## src/rtl/usb_oep_pkg.sv

```systemverilog
// Purpose: Shared constants for the OUT endpoint descriptor block.
// Assumes: One clock domain, 32-bit AXI4-Lite register access.
// Notes:   Descriptor entry indices are word indices; byte address is four times the index.
package usb_oep_pkg;
  localparam int EP_COUNT     = 3;
  localparam int AXI_ADDR_W   = 7;
  localparam int BYTE_W       = 8;
  localparam int FIFO_DEPTH   = 8;
  localparam int COUNT_W      = 7;
  localparam int BUF_ADDR_W   = 11;
  localparam int BASE_PAD_W   = 3;

  // Entry indices inside one eight-entry descriptor.
  localparam logic [2:0] IDX_CONFIG  = 3'h0;
  localparam logic [2:0] IDX_X_BASE  = 3'h1;
  localparam logic [2:0] IDX_X_COUNT = 3'h2;
  localparam logic [2:0] IDX_Y_BASE  = 3'h5;
  localparam logic [2:0] IDX_Y_COUNT = 3'h6;

  // Address fields: endpoint slot in [6:5], entry index in [4:2].
  localparam int ADDR_EP_LSB    = 5;
  localparam int ADDR_ENTRY_LSB = 2;

  // Configuration byte fields.
  localparam int CFG_IRQ_EN_BIT = 2;
  localparam int CFG_STALL_BIT  = 3;
  localparam int CFG_DOUBLE_BUFFER_ENABLE_BIT   = 4;
  localparam int CFG_TOGGLE_BIT = 5;
  localparam int CFG_ISO_BIT    = 6;
  localparam int CFG_ENABLE_BIT = 7;
  localparam logic [7:0] CFG_WRITE_MASK = 8'hFC;
  localparam int COUNT_NAK_BIT  = 7;

  // Reset values and limits.
  localparam logic [7:0] CFG_RESET   = 8'h00;
  localparam logic [7:0] BASE_RESET  = 8'h00;
  localparam logic [7:0] COUNT_RESET = 8'h00;
  localparam logic [6:0] MAX_PACKET  = 7'h40;

  localparam logic [1:0] AXI_OKAY   = 2'h0;
  localparam logic [1:0] AXI_SLVERR = 2'h2;

  typedef enum logic [1:0] {HS_ACK, HS_NAK, HS_STALL} handshake_t;
endpackage

```

## src/rtl/usb_oep_fifo.sv

```systemverilog
// Purpose: Small synchronous FIFO with valid/ready on both sides.
// Assumes: Single clock, clock enable freezes all state.
// Notes:   Depth must be a power of two; pointers carry one wrap bit.
`timescale 1ns/10ps
module usb_oep_fifo #(
  parameter int WIDTH = 8,
  parameter int DEPTH = 8
) (
  input  wire logic             clk,
  input  wire logic             reset_n,
  input  wire logic             ce,
  input  wire logic             flush,
  input  wire logic             inValid,
  output logic                  inReady,
  input  wire logic [WIDTH-1:0] inData,
  output logic                  outValid,
  input  wire logic             outReady,
  output logic      [WIDTH-1:0] outData
);
  localparam int PTR_W = $clog2(DEPTH);

  logic [WIDTH-1:0] mem_reg [DEPTH];
  logic [PTR_W:0]   wrPtr_reg;
  logic [PTR_W:0]   rdPtr_reg;
  logic             full;
  logic             empty;

  // Full when pointers differ only in the wrap bit.
  assign empty    = (wrPtr_reg == rdPtr_reg);
  assign full     = (wrPtr_reg[PTR_W] != rdPtr_reg[PTR_W]) &&
                    (wrPtr_reg[PTR_W-1:0] == rdPtr_reg[PTR_W-1:0]);
  assign inReady  = ce && !full;
  assign outValid = !empty;
  assign outData  = mem_reg[rdPtr_reg[PTR_W-1:0]];

  // Storage is written only; no reset needed on data words.
  always_ff @(posedge clk) begin
    if (ce && inValid && !full) begin
      mem_reg[wrPtr_reg[PTR_W-1:0]] <= inData;
    end
  end

  // Pointer update; flush discards anything left over.
  always_ff @(posedge clk or negedge reset_n) begin
    if (!reset_n) begin
      wrPtr_reg <= '0;
      rdPtr_reg <= '0;
    end else if (ce) begin
      if (flush) begin
        wrPtr_reg <= '0;
        rdPtr_reg <= '0;
      end else begin
        if (inValid && !full) wrPtr_reg <= wrPtr_reg + 1'b1;
        if (outReady && !empty) rdPtr_reg <= rdPtr_reg + 1'b1;
      end
    end
  end
endmodule // usb_oep_fifo

```

## src/rtl/usb_out_endpoint_descriptor.sv

```systemverilog
// Purpose: OUT endpoint descriptors 1..3 with buffer manager and AXI4-Lite access.
// Assumes: Serial engine delivers token, data bytes and end-of-packet in order.
// Notes:   Behaviour rules are listed below.
// Function
// RULE1 - Completion raises interrupt only when enabled
// RULE2 - Stall bit answers STALL, never hardware-cleared
// RULE3 - Double buffer off uses X; on, toggle selects
// RULE4 - Toggle bit tracks current DATA0/DATA1 state
// RULE5 - Firmware keeps isochronous select at zero
// RULE6 - Disabled endpoint is never served
// RULE7 - X start address is base shifted three
// RULE8 - Y start address formed the same way
// RULE9 - Transfer starts at base; base never modified
// RULE10 - Counts 0..64 binary; larger values forbidden
// RULE11 - NAK clear: buffer empty, accepts packet
// RULE12 - NAK set: buffer full, answer NAK
// RULE13 - Eight-entry descriptor layout per endpoint
// RULE14 - Good packet: count, NAK, toggle, interrupt
// RULE15 - Firmware clears NAK after reading buffer
`timescale 1ns/10ps
module usb_out_endpoint_descriptor (
  input  wire logic                                 clk,
  input  wire logic                                 reset_n,
  input  wire logic                                 ce,
  input  wire logic [usb_oep_pkg::AXI_ADDR_W-1:0]   awaddr,
  input  wire logic                                 awvalid,
  output logic                                      awready,
  input  wire logic [31:0]                          wdata,
  input  wire logic [3:0]                           wstrb,
  input  wire logic                                 wvalid,
  output logic                                      wready,
  output logic [1:0]                                bresp,
  output logic                                      bvalid,
  input  wire logic                                 bready,
  input  wire logic [usb_oep_pkg::AXI_ADDR_W-1:0]   araddr,
  input  wire logic                                 arvalid,
  output logic                                      arready,
  output logic [31:0]                               rdata,
  output logic [1:0]                                rresp,
  output logic                                      rvalid,
  input  wire logic                                 rready,
  input  wire logic                                 tokenValid,
  input  wire logic [1:0]                           tokenEp,
  input  wire logic                                 rxByteValid,
  input  wire logic [usb_oep_pkg::BYTE_W-1:0]       rxByte,
  output logic                                      rxByteReady,
  input  wire logic                                 rxEndValid,
  input  wire logic                                 rxGood,
  input  wire logic                                 rxDataPid,
  output logic                                      hsValid,
  output usb_oep_pkg::handshake_t                   hsCode,
  output logic                                      ramWrite,
  output logic [usb_oep_pkg::BUF_ADDR_W-1:0]        ramAddr,
  output logic [usb_oep_pkg::BYTE_W-1:0]            ramData,
  input  wire logic                                 ramReady,
  output logic                                      irqValid,
  output logic [1:0]                                irqEp
);
  import usb_oep_pkg::*;

  typedef enum logic [1:0] {ST_IDLE, ST_RECV, ST_FINISH} state_t;
  logic [7:0]         cfg_reg   [EP_COUNT];
  logic [7:0]         base_reg  [EP_COUNT][2];
  logic [7:0]         count_reg [EP_COUNT][2];
  state_t             state_reg;
  logic [1:0]         curEp_reg;
  logic               curBuf_reg;
  logic [COUNT_W-1:0] rxCount_reg;
  logic               overflow_reg;
  logic               endSeen_reg;
  logic               endGood_reg;
  logic               endPid_reg;
  logic [7:0]         rdataByte_reg;

  // Address decode shared by the read and write channels.
  function automatic logic [3:0] decode(input logic [AXI_ADDR_W-1:0] a);
    logic [1:0] ep;
    logic [2:0] ix;
    logic       ok;
    ep = a[ADDR_EP_LSB +: 2];
    ix = a[ADDR_ENTRY_LSB +: 3];
    ok = (ep < 2'(EP_COUNT)) && (ix == IDX_CONFIG || ix == IDX_X_BASE ||
         ix == IDX_X_COUNT || ix == IDX_Y_BASE || ix == IDX_Y_COUNT);
    return {ok, ix};
  endfunction

  logic [3:0] wDec;
  logic [3:0] rDec;
  logic [1:0] wEp;
  logic [1:0] rEp;
  logic       wrFire;
  logic       wrHit;
  assign wDec = decode(awaddr);
  assign rDec = decode(araddr);
  assign wEp  = awaddr[ADDR_EP_LSB +: 2];
  assign rEp  = araddr[ADDR_EP_LSB +: 2];

  // Address and data are taken together, only once the previous response is gone.
  assign awready = ce && awvalid && wvalid && !bvalid;
  assign wready  = awready;
  assign wrFire  = awready;
  assign wrHit   = wrFire && wDec[3] && wstrb[0];
  assign arready = ce && !rvalid;

  // Token decision from the addressed endpoint's descriptor.
  logic [1:0] tokIdx;
  logic       tokLegal;
  logic       tokBuf;
  logic [7:0] tokCfg;
  assign tokIdx   = tokenEp - 2'h1;
  assign tokLegal = (tokenEp != 2'h0) && (tokIdx < 2'(EP_COUNT));
  assign tokCfg   = tokLegal ? cfg_reg[tokIdx] : CFG_RESET;
  // RULE3 buffer selection
  assign tokBuf   = tokCfg[CFG_DOUBLE_BUFFER_ENABLE_BIT] & tokCfg[CFG_TOGGLE_BIT];

  logic acceptTok;
  logic nakTok;
  logic stallTok;
  // RULE6 enable gate
  assign stallTok  = tokenValid && state_reg == ST_IDLE && tokLegal &&
                     tokCfg[CFG_ENABLE_BIT] && tokCfg[CFG_STALL_BIT];
  // RULE12 full buffer
  assign nakTok    = tokenValid && state_reg == ST_IDLE && tokLegal &&
                     tokCfg[CFG_ENABLE_BIT] && !tokCfg[CFG_STALL_BIT] &&
                     count_reg[tokIdx][tokBuf][COUNT_NAK_BIT];
  // RULE11 empty buffer accepts
  assign acceptTok = tokenValid && state_reg == ST_IDLE && tokLegal &&
                     tokCfg[CFG_ENABLE_BIT] && !tokCfg[CFG_STALL_BIT] &&
                     !count_reg[tokIdx][tokBuf][COUNT_NAK_BIT];

  // Data path: bytes outside a receive phase are drained and dropped.
  logic            fifoInReady;
  logic            fifoOutValid;
  logic            fifoOutReady;
  logic [BYTE_W-1:0] fifoOutData;
  logic            recv;
  logic            atLimit;
  assign recv         = (state_reg == ST_RECV);
  assign atLimit      = (rxCount_reg == MAX_PACKET);
  assign rxByteReady  = recv ? fifoInReady : ce;
  assign ramWrite     = recv && fifoOutValid && !atLimit;
  assign fifoOutReady = recv && ce && (ramReady || atLimit);
  assign ramData      = fifoOutData;
  // RULE7 RULE8 start address
  assign ramAddr = {base_reg[curEp_reg][curBuf_reg], BASE_PAD_W'(0)} +
                   BUF_ADDR_W'(rxCount_reg);

  usb_oep_fifo #(
    .WIDTH (BYTE_W),
    .DEPTH (FIFO_DEPTH)
  ) dataFifo (
    .clk      (clk),
    .reset_n  (reset_n),
    .ce       (ce),
    .flush    (state_reg == ST_IDLE),
    .inValid  (recv && rxByteValid),
    .inReady  (fifoInReady),
    .inData   (rxByte),
    .outValid (fifoOutValid),
    .outReady (fifoOutReady),
    .outData  (fifoOutData)
  );

  logic finishGood;
  logic finishNew;
  assign finishGood = state_reg == ST_FINISH && endGood_reg && !overflow_reg;
  // RULE4 sequence match
  assign finishNew  = finishGood &&
                      (endPid_reg == cfg_reg[curEp_reg][CFG_TOGGLE_BIT]);

  // Transaction sequencer.
  always_ff @(posedge clk or negedge reset_n) begin
    if (!reset_n) begin
      state_reg  <= ST_IDLE;
      curEp_reg  <= 2'h0;
      curBuf_reg <= 1'b0;
    end else if (ce) begin
      case (state_reg)
        ST_IDLE: begin
          if (acceptTok) begin
            state_reg  <= ST_RECV;
            curEp_reg  <= tokIdx;
            curBuf_reg <= tokBuf;
          end
        end
        ST_RECV: begin
          if (endSeen_reg && !fifoOutValid) state_reg <= ST_FINISH;
        end
        ST_FINISH: state_reg <= ST_IDLE;
        default:   state_reg <= ST_IDLE;
      endcase
    end
  end

  // Byte counter and end-of-packet capture for the receive phase.
  always_ff @(posedge clk or negedge reset_n) begin
    if (!reset_n) begin
      rxCount_reg  <= 7'h00;
      overflow_reg <= 1'b0;
      endSeen_reg  <= 1'b0;
      endGood_reg  <= 1'b0;
      endPid_reg   <= 1'b0;
    end else if (ce) begin
      if (acceptTok) begin
        // RULE9 offset from base
        rxCount_reg  <= 7'h00;
        overflow_reg <= 1'b0;
        endSeen_reg  <= 1'b0;
      end else if (recv) begin
        if (ramWrite && ramReady) rxCount_reg <= rxCount_reg + 7'h01;
        if (fifoOutValid && atLimit) overflow_reg <= 1'b1;
        if (rxEndValid) begin
          endSeen_reg <= 1'b1;
          endGood_reg <= rxGood;
          endPid_reg  <= rxDataPid;
        end
      end
    end
  end

  // Configuration bytes; the toggle update from a completed packet wins.
  always_ff @(posedge clk or negedge reset_n) begin
    if (!reset_n) begin
      for (int e = 0; e < EP_COUNT; e++) cfg_reg[e] <= CFG_RESET;
    end else if (ce) begin
      for (int e = 0; e < EP_COUNT; e++) begin
        // RULE2 RULE6 software-owned bits
        if (wrHit && wEp == 2'(e) && wDec[2:0] == IDX_CONFIG) begin
          cfg_reg[e] <= wdata[7:0] & CFG_WRITE_MASK;
        end
        // RULE14 RULE4 toggle update
        if (finishNew && curEp_reg == 2'(e)) begin
          cfg_reg[e][CFG_TOGGLE_BIT] <= ~cfg_reg[e][CFG_TOGGLE_BIT];
        end
      end
    end
  end

  // Base addresses are written by software only.
  always_ff @(posedge clk or negedge reset_n) begin
    if (!reset_n) begin
      for (int e = 0; e < EP_COUNT; e++) begin
        base_reg[e][0] <= BASE_RESET;
        base_reg[e][1] <= BASE_RESET;
      end
    end else if (ce && wrHit) begin
      for (int e = 0; e < EP_COUNT; e++) begin
        // RULE9 software-owned base
        if (wEp == 2'(e) && wDec[2:0] == IDX_X_BASE) base_reg[e][0] <= wdata[7:0];
        if (wEp == 2'(e) && wDec[2:0] == IDX_Y_BASE) base_reg[e][1] <= wdata[7:0];
      end
    end
  end

  // Count and NAK; a completed packet's set wins over a same-cycle write.
  always_ff @(posedge clk or negedge reset_n) begin
    if (!reset_n) begin
      for (int e = 0; e < EP_COUNT; e++) begin
        count_reg[e][0] <= COUNT_RESET;
        count_reg[e][1] <= COUNT_RESET;
      end
    end else if (ce) begin
      for (int e = 0; e < EP_COUNT; e++) begin
        for (int b = 0; b < 2; b++) begin
          // RULE15 firmware frees buffer
          if (wrHit && wEp == 2'(e) &&
              wDec[2:0] == (b == 0 ? IDX_X_COUNT : IDX_Y_COUNT)) begin
            count_reg[e][b] <= wdata[7:0];
          end
          // RULE14 RULE10 count and NAK
          if (finishNew && curEp_reg == 2'(e) && curBuf_reg == 1'(b)) begin
            count_reg[e][b] <= {1'b1, rxCount_reg};
          end
        end
      end
    end
  end

  // Handshake and interrupt strobes, one cycle each.
  always_ff @(posedge clk or negedge reset_n) begin
    if (!reset_n) begin
      hsValid  <= 1'b0;
      hsCode   <= HS_ACK;
      irqValid <= 1'b0;
      irqEp    <= 2'h0;
    end else if (ce) begin
      hsValid  <= stallTok || nakTok || finishGood;
      irqValid <= 1'b0;
      // RULE2 stall answer
      if (stallTok) hsCode <= HS_STALL;
      else if (nakTok) hsCode <= HS_NAK;
      else if (finishGood) hsCode <= HS_ACK;
      // RULE1 completion interrupt
      if (finishNew && cfg_reg[curEp_reg][CFG_IRQ_EN_BIT]) begin
        irqValid <= 1'b1;
        irqEp    <= curEp_reg + 2'h1;
      end
    end
  end

  // Write response channel.
  always_ff @(posedge clk or negedge reset_n) begin
    if (!reset_n) begin
      bvalid <= 1'b0;
      bresp  <= AXI_OKAY;
    end else if (ce) begin
      if (wrFire) begin
        bvalid <= 1'b1;
        bresp  <= wDec[3] ? AXI_OKAY : AXI_SLVERR;
      end else if (bready) begin
        bvalid <= 1'b0;
      end
    end
  end

  // Read channel; RULE13 entry layout.
  always_ff @(posedge clk or negedge reset_n) begin
    if (!reset_n) begin
      rvalid        <= 1'b0;
      rresp         <= AXI_OKAY;
      rdataByte_reg <= 8'h00;
    end else if (ce) begin
      if (arvalid && arready) begin
        rvalid <= 1'b1;
        rresp  <= rDec[3] ? AXI_OKAY : AXI_SLVERR;
        rdataByte_reg <= 8'h00;
        if (rDec[3]) begin
          case (rDec[2:0])
            IDX_CONFIG:  rdataByte_reg <= cfg_reg[rEp];
            IDX_X_BASE:  rdataByte_reg <= base_reg[rEp][0];
            IDX_X_COUNT: rdataByte_reg <= count_reg[rEp][0];
            IDX_Y_BASE:  rdataByte_reg <= base_reg[rEp][1];
            IDX_Y_COUNT: rdataByte_reg <= count_reg[rEp][1];
            default:     rdataByte_reg <= 8'h00;
          endcase
        end
      end else if (rready) begin
        rvalid <= 1'b0;
      end
    end
  end

  // Upper bits of every register read as zero.
  assign rdata = {24'h00_0000, rdataByte_reg};
endmodule // usb_out_endpoint_descriptor

```

## config.mk

```make
export PLATFORM = sky130hd
export DESIGN_NAME = usb_out_endpoint_descriptor
export DESIGN_NICKNAME = d
export VERILOG_FILES = /design/src/rtl/usb_oep_pkg.sv /design/src/rtl/usb_oep_fifo.sv /design/src/rtl/usb_out_endpoint_descriptor.sv
export SDC_FILE = /design/constraint.sdc
export NUM_CORES = 1
export LEC_CHECK = 0
export BUFFER_PORTS_ARGS = -buffer_cell sky130_fd_sc_hd__buf_4
export CAP_MARGIN = 5
export CORE_ASPECT_RATIO = 1.4
export CORE_UTILIZATION = 59
export CTS_CLUSTER_SIZE = 14
export DETAILED_ROUTE_END_ITERATION = 16
export HOLD_SLACK_MARGIN = 0.1
export PLACE_DENSITY = 0.82
export SYNTH_ARGS = -nofsm -noshare
export SYNTH_HDL_FRONTEND = slang
export SYNTH_SLANG_ARGS = --single-unit
export TNS_END_PERCENT = 5
```

## constraint.sdc

```tcl
create_clock -name clk -period 4.25 [get_ports clk]
set_clock_uncertainty 0.2 [all_clocks]
set_input_delay 0.425 -clock clk [delete_from_list [all_inputs] [get_ports clk]]
set_output_delay 0.425 -clock clk [all_outputs]
set_load 0.01 [all_outputs]
```

* Word level (Yosys, flattened, before mapping)
Memory sizes are Yosys's and may differ from the RTL's.
Index checks and enable logic that the tools add are counted.
** Cells by class
- Add/subtract/negate cells :: 6
- Bitwise logic cells :: 11
- $lt $le $gt $ge :: 8
- Reduce and logical (&&, ||, !) cells :: 138
- Equality and inequality tests :: 21
- Multiplexer cells :: 77
** Operators by type and width (number)
- $mux W8 :: 24
- $bmux W16 S2 :: 4
- $mux W16 :: 8
- $logic_and A1 B1 Y1 :: 63
- $reduce_and A2 Y1 :: 26
- $bmux W8 S2 :: 3
- $pmux W8 S5 :: 1
- $reduce_bool A2 Y1 :: 18
- $mux W6 :: 5
- $mux W7 :: 3
- $mux W1 :: 17
- $mux W4 :: 4
- $reduce_and A3 Y1 :: 5
- $mux W2 :: 7
- $eq A3 B3 Y1 const B :: 4
- $add A11 B7 Y11 :: 1
- $logic_or A1 B1 Y1 :: 11
- $ge A3 B3 Y1 const B :: 3
- $not A2 Y3 :: 3
- $add A4 B1 Y4 const B :: 2
- $logic_not A1 Y1 :: 8
- $add A7 B1 Y7 const B :: 1
- $eq A7 B7 Y1 const B :: 1
- $eq A2 B1 Y1 const B :: 3
- other kinds (21) :: 36
** Storage, ports and cells
- Register bits :: 158
- RAM bits :: 64
- Word-level logic and storage cells :: 299
- Memories kept :: 1
- Output and inout port bits :: 68
** Memory list
- dataFifo.mem_reg :: depth 8, width 8, rd ports 1, clocked after memory_dff 0, wr ports 1, line usb_oep_fifo.sv:22 : logic [WIDTH-1:0] mem_reg [DEPTH];

* Longest topological paths before layout
Gate-level depths: netlist (run 1).
- Depth in word-level cells :: 15
- Gate-level depth with buffers :: 11
- Mapped depth without buffers :: 9

* Hierarchy
A second synthesis (run 1) with hierarchy kept.
** Second synthesis, totals
- Cells, all modules :: 1043
- Area, all modules :: 12366.9 um2
** By module, submodules not included
- usb_out_endpoint_descriptor :: area an instance 9285.2 um2, instances 1, cells an instance 884
- usb_oep_fifo :: area an instance 3081.7 um2, instances 1, cells an instance 159

* Worst setup path after synthesis (run 1)
OpenSTA, ideal clock, no wires.
- Path type :: reg2out
- Start point :: register curBuf_reg
- End point :: output ramAddr[9] (netlist name)
- Data arrival time :: 2726 ps
- Data required time :: 3625 ps
- Setup slack :: 899 ps
- Path buffers :: 2
- Stages on the path, launching flop included :: 12
- Cell sequence :: dfrtp_1 buf_1 buf_2 mux4_2 nand2_1 o21ai_0 ha_1 fa_1 a21o_1 a21oi_1 nor3_1 xnor2_1
** On the way
- Word-level cells in the longest chain between the ends :: 5
** Ends and longest elaborated chain
- start, declared :: line usb_out_endpoint_descriptor.sv:67 : logic curBuf_reg;
- start signal, assigned :: line usb_out_endpoint_descriptor.sv:183 : curBuf_reg <= tokBuf;
- $not A1 Y2 (not written as such) :: line usb_out_endpoint_descriptor.sv:145 : assign ramAddr = {base_reg[curEp_reg][curBuf_reg], BASE_PAD_W'(0)} +
- $mux W8 (not written as such) (3 in series) :: line usb_out_endpoint_descriptor.sv:145
- $add A11 B7 Y11 :: line usb_out_endpoint_descriptor.sv:145
- end, declared :: line usb_out_endpoint_descriptor.sv:53 : output logic [usb_oep_pkg::BUF_ADDR_W-1:0] ramAddr,
Every way passes these cells. The select of a mux whose other input is x is not followed.

* Worst setup path after layout (run 1)
- Start point :: register curEp_reg[1]
- End point :: output ramAddr[9] (netlist name)
** On the way
- Word-level cells in the longest chain between the ends :: 8
** Ends and longest elaborated chain
- start, declared :: line usb_out_endpoint_descriptor.sv:66 : logic [1:0] curEp_reg;
- start signal, assigned :: line usb_out_endpoint_descriptor.sv:182 : curEp_reg <= tokIdx;
- $not A2 Y3 (not written as such) :: line usb_out_endpoint_descriptor.sv:145
- $bmux W16 S2 :: line usb_out_endpoint_descriptor.sv:145
- $mux W16 (not written as such) (2 in series) :: line usb_out_endpoint_descriptor.sv:145
- $mux W8 (not written as such) (3 in series) :: line usb_out_endpoint_descriptor.sv:145
- $add A11 B7 Y11 :: line usb_out_endpoint_descriptor.sv:145
Every way passes these cells. The select of a mux whose other input is x is not followed.

==> results of run 1 <==
==> metal layers <==
layer / vias up / part of all wire
met3: 112 / 0.066
li1: 4150 / -
met1: 4522 / 0.36
met4: 0 / 0.051
met5: - / 0
met2: 455 / 0.52
==> power by group <==
part	switching, mW	internal [mW]	total [mW]	leakage (nW)
combinational	0.602	0.418	1.02	2.91
clock	0.807	1.17	1.97	0.353
sequential	0.164	2.29	2.46	2.48
total	1.57	3.88	5.45	5.74
==> final cells by class <==
class / instances / area, um^2
multi-input cells: 756 / 5793
well taps: 252 / 315.3
inverters: 14 / 52.55
flip-flops and latches: 220 / 5826
clock inverters: 7 / 86.33
repair buffers: 124 / 1010
fillers: 1484 / 6347
clock buffers: 33 / 643.1
==> placed cells by master (no fill, tap or decap), types with 28 or more instances in the layout <==
master	count
dfrtp_1	156
mux2i_1	47
a32oi_1	31
edfxtp_1	64
mux2_2	86
nor2_1	47
o21ai_0	36
o211ai_1	28
buf_4	97
a21oi_1	39
nand2_1	73
nand3_1	76
==> worst max-delay path by stage <==
stage	from	end	slack, ps	cells after the start
2_1_floorplan	curBuf_reg	ramAddr[9]	900	11
3_3_place_gp	curEp_reg[1]	ramAddr[9]	900	10
3_5_place_dp	curEp_reg[1]	ramAddr[9]	900	10
4_1_cts	curEp_reg[1]	ramAddr[9]	330	10
5_1_grt	curEp_reg[1]	ramAddr[9]	140	10
6_report	curEp_reg[1]	ramAddr[9]	350	10
==> metrics by stage <==
stage                     cell area, um^2  std cells  hold WS (ps)    util
after global placement              12750       1341         265.8  0.6350
after floorplan                     12280       1096        -70.59       -
after detailed placement            12750       1341         271.6  0.6350
final                               13730       1406         130.6  0.6838
after CTS                           13730       1406         125.7  0.6838
after global routing                13730       1406         149.7  0.6838
==> critical path: cells and delay by family, from the launching register on <==
family	cells	cell delay (ps)
buf+inv	2	470
simple gates	2	440
flops	1	460
xor+xnor	1	170
compound gates	3	590
fa+ha+maj	2	630
==> cells by family (layout without fill, tap and decap cells) <==
group	count (synthesis)	count (layout)
and+or+nand+nor	298	298
AOI/OAI and AO/OA	241	241
DFF	220	220
muxes	163	163
buffers and inverters	120	178
xor gates and xnor gates	15	15
adders and majority gates	13	13
other	1	26
==> results.md, run 1 <==
- Global placer's final weighted congestion: 0.9745
- Share of post-route cells with drive strength above 1: 0.2270
- Post-synthesis sequential area ratio: 0.4779
- Worst setup EP type: primary output
- Total CTS buffers: 22
- Gr usage total: 0.3110
- CTS max path bufs: 3
- R2R cell count: 4
- Worst setup path category: reg -> out
- Peak VDD IR: 0.0003932 V
- Met1 Usage GRT: 0.3596
- Crit-path max FO: 15
- Top-area cell type share of the netlist area: 0.3203
- Final setup vio count: 0
- Slowest stage delay, CP: 460 ps
- Wire length of the first global-routing pass: 50050 um
- Hold bufs inserted after CTS: 25
- Antenna Cells: 0
- R2R Path End: dataFifo.mem_reg[2][6]
- #FFs+latches synth: 220
- Vias in the first global route: 9333
- Post-synthesis xor/xnor area fraction: 0.01139
- Crit-path slowest cell: dfrtp_1
- DR vias/cell: 6.571
- CP dominant cell by count: buf_4
- Pwr Density: 397.1 mW/mm^2
- Worst slew pin tran: 1090 ps
- Largest family of logic cells by synthesized area: multiplexers
- Final worst-path cycle share: 0.9181
- 1st-pass router iterations: 6
- Post-route DRC violation count: 0
- Nets: 1225
- Hold Crit Class: in -> reg
- R2R Path Start: dataFifo.rdPtr_reg[2]
- Most numerous cell in the Yosys netlist: dfrtp_1
- CTS resizes: 0
- Reg2Reg Setup Slack: 1270 ps
- Setup Buffers After CTS: 0
- Num Clock Sinks: 220
- Crit path time final: 3902 ps
- Worst-path cell chain: buf_4 -> nand2b_1 -> o21ai_0 -> ha_1 -> fa_1 -> a21o_1 -> a21oi_1 -> nor3_1 -> xnor2_1 -> buf_4
- Row count: 61
- Ports: 142
- Routed len/inst: 22.52 um
- Gr busiest metal: met2
- Startpoint Class: flip-flop
- Post-Syn Area per Cell: 11.38 um^2
- Setup TNS: 0 ps
- Hold Fails Final Rpt: 0
- Simple-Gate Fraction of Synth Area: 0.1245
- Post-synth EDFFs: 64
- Root Driver: clkbuf_16
- Leakage: 5.737 nW
- Largest net degree at the start of global routing: 98
- Worst EP required: 3620 ps
- Tot Pwr: 5.450 mW
- Vias: 9239
- Asr flop ratio synth: 0.7091
- Final wirelength: 31660 um
- Top post-synthesis cells by area: dfrtp_1 (32%), edfxtp_1 (16%), mux2_2 (7.9%), mux4_2 (4.6%), mux2i_1 (3.9%)
- Post-synth top area cell: dfrtp_1
- Die H: 172.1 um
- Cell Area, Synth: 0.01219 mm^2
- Setup ws final: 348.1 ps
- Synth Flop Type: dfrtp_1
- Max-slew headroom: 0.2717
- Die ar.: 0.02125 mm^2
- Final ANT Viol Nets: 0
- Hold Path Origin: rxByteValid
- Fmax: 256.3 MHz
- RSZ-0062 raised after global routing: no
- Hold EP: dataFifo.wrPtr_reg[2]
- CTS clock-pin slew for the worst setup and hold paths: 60 ps
- Total gr overflow: 0
- Met2 usage: 0.5455
- Run status: completed
- Met3 usage in global routing: 0.04453
- Initial antenna violation count: 0
- Synth Area in Adders: 0.01396
- Max FFs per register: 64
- DP Wirelength: 22380 um
- Place WS: 902.0 ps
- Chip width: 123.5 um
- Skew-Pair Late Insertion Delay: 510 ps
- CTS tree: built
- H-tree depth: 1
- Synth Area in Compound Gates: 0.1475
- Hold Crit Depth: 4
- Crit path DAT: 3280 ps
- Initial Util: 0.6072
- Synth cell types: 82
- Count of pins over their slew limit: 0
- Number of I/O port buffers: 84
- Iter 0 DRT Violations: 870
- Area delta synth->final: 12.61%
- Proportion of synthesized area in mux cells: 0.1694
- Max-cap violations: 0
- Core area: 0.02007 mm^2
- Syn. warnings: 0
- Gate Count Post-Synth: 1071
- Top cells by count, synth: dfrtp_1 (156), mux2_2 (86), nand3_1 (76)
No activity file was read; power rests on OpenSTA's default activity.
==> run 2, diff against run 1 <==
--- a/config.mk
+++ b/config.mk
@@ -5,7 +5,7 @@
 export SDC_FILE = /design/constraint.sdc
 export NUM_CORES = 1
 export LEC_CHECK = 0
-export BUFFER_PORTS_ARGS = -buffer_cell sky130_fd_sc_hd__buf_4
+export BUFFER_PORTS_ARGS = -buffer_cell sky130_fd_sc_hd__buf_2
 export CAP_MARGIN = 5
 export CORE_ASPECT_RATIO = 1.4
 export CORE_UTILIZATION = 59
==> run 2 against run 1 <==
Compared with the run above: final area down 1.6%; hold slack got worse by 19 ps; first-iteration DRC count rose by 12%; clock-buffer cell count shrank 5; largest cell class unchanged; fmax down 2.3%; critical endpoint unchanged; utilization shrank 1.1 points; register-to-register slack improved by 70 ps.
==> results.md, run 2 (synthesis results as in run 1) <==
- Crit-path max FO: 15 (unchanged)
- Post-route DRC violation count: 0 (unchanged)
- Worst setup EP type: primary output
- Die ar.: 0.02125 mm^2 (unchanged)
- Largest net degree at the start of global routing: 95 (-3.1%)
- CTS resizes: 0 (unchanged)
- Core area: 0.02007 mm^2 (unchanged)
- CTS clock-pin slew for the worst setup and hold paths: 70 ps (about the same)
- Max-cap violations: 0 (unchanged)
- Die H: 172.1 um (unchanged)
- DR vias/cell: 6.666 (+1.5%)
- CTS max path bufs: 3 (unchanged)
- Final ANT Viol Nets: 0 (unchanged)
- Hold Fails Final Rpt: 0 (unchanged)
- Count of pins over their slew limit: 0 (unchanged)
- Final std cell area, no fill: 0.01351 mm^2 (-1.6%)
- Run status: completed
- Tot Pwr: 5.532 mW (+1.5%)
- R2R Path Start: dataFifo.rdPtr_reg[2]
- Ports: 142 (unchanged)
- Initial Util: 0.6072 (unchanged)
- RSZ-0062 raised after global routing: no
- Worst setup path category: reg -> out
- Num Clock Sinks: 220 (unchanged)
- Vias in the first global route: 9151 (-2.0%)
- Peak VDD IR: 0.0004271 V (+8.6%)
- H-tree depth: 1 (unchanged)
- Row count: 61 (unchanged)
- Post-DP Area: 0.01254 mm^2 (-1.6%)
- Global placer's final weighted congestion: 0.9907 (+1.7%)
- Number of I/O port buffers: 84 (unchanged)
- Worst EP required: 3620 ps (about the same)
- Share of post-route cells with drive strength above 1: 0.2311 (+0.004067)
- Crit path DAT: 3370 ps (+90 ps)
- Final wirelength: 32300 um (+2.0%)
- DP Wirelength: 22640 um (+1.2%)
- Wire length of the first global-routing pass: 50430 um (+0.77%)
- Chip width: 123.5 um (unchanged)
- Fmax: 250.5 MHz (-2.3%)
- Skew-Pair Late Insertion Delay: 510 ps (about the same)
- Root Driver: clkbuf_16
- Routed len/inst: 23.02 um (+2.2%)
- Vias: 9353 (+1.2%)
- Iter 0 DRT Violations: 972 (+12%)
- Worst slew pin tran: 1082 ps (-8.548 ps)
- Antenna Cells: 0 (unchanged)
- Hold Crit Class: in -> reg
- Gr usage total: 0.3165 (+0.005500)
- Total gr overflow: 0 (unchanged)
- Initial antenna violation count: 0 (unchanged)
- Total CTS buffers: 22 (unchanged)
- Leakage: 5.684 nW (-0.91%)
- Setup TNS: 0 ps (unchanged)
- Final setup vio count: 0 (unchanged)
- Crit path from: curEp_reg[1]
- Most frequent cells in the layout: dfrtp_1 (156), mux2_2 (86), buf_2 (83)
- Setup Buffers After CTS: 0 (unchanged)
- CTS tree: built
- Commonest non-fill, non-tap cell in the layout: dfrtp_1
- Startpoint Class: flip-flop
- Final worst-path cycle share: 0.9393 (+0.02119)
- Max FFs per register: 64 (unchanged)
- Hold Path Origin: awaddr[5]
- Pwr Density: 409.6 mW/mm^2 (+3.2%)
- Nets: 1222 (-0.24%)
- Max-slew headroom: 0.2775 (+0.005711)
- 1st-pass router iterations: 7 (+1)
- Area delta synth->final: 10.81%
- Crit path time final: 3992 ps (+90.06 ps)
-- run 2: what timing repair did --
item	CTS	global route
endpoints found under the setup margin	0	0
hold buffers	20	0
hold endpoints to repair	174	0
-- run 2: worst max-delay path, cell delays in order, from the launching register on --
cell	delay (ps)
dfrtp_1	480
buf_4	330
nand2b_1	340
o21ai_0	150
ha_1	220
fa_1	420
a21o_1	200
a21oi_1	280
nor3_1	120
xnor2_1	150
buf_2	150
-- run 2: metal layers --
layer / vias up / GRT usage / share of wire
li1: 4148 / - / -
met4: 0 / 0.1692 / 0.054
met3: 112 / 0.04551 / 0.072
met5: - / 0 / 0
met1: 4588 / 0.3709 / 0.36
met2: 505 / 0.5557 / 0.52
-- run 2: area by class of cell --
cell class	count	area, um^2
fill	1508	6566
sequential	220	5826
multi-input combinational	756	5793
timing repair buffer	121	754.5
clock buffer	28	604.3
tap	252	315.3
clock inverter	12	161.4
inverter	14	52.55
-- run 2: final timing paths --
path	endpoint	slack (ps)	cells past startpoint
worst max-delay path	ramAddr[9]	260	10
worst min-delay path	bresp[1]	110	3
worst max register to register	dataFifo.mem_reg[4][0]	1340	4
worst min register to register	irqValid	280	1
max in group asynchronous	count_reg[7]	2550	3
min in group asynchronous	base_reg[0]	350	2
-- run 2: report_power, final --
| group | internal (mW) | switching, mW | leakage, nW |
|---|---|---|---|
| Sequential | 2.29 | 0.163 | 2.48 |
| Clock | 1.25 | 0.836 | 0.369 |
| Combinational | 0.383 | 0.610 | 2.84 |
| Total | 3.92 | 1.61 | 5.68 |
-- run 2: through the flow --
step | hold WS [ps] | worst slack (ps) | instances | util
5_1_grt | 140.7 | 93.61 | 1403 | 0.6729
3_3_place_gp | 261.6 | 909.8 | 1343 | 0.6248
6_report | 111.5 | 258.0 | 1403 | 0.6729
3_5_place_dp | 268.3 | 812.9 | 1343 | 0.6248
2_1_floorplan | -70.59 | 898.7 | 1096 | -
4_1_cts | 101.4 | 250.9 | 1403 | 0.6729
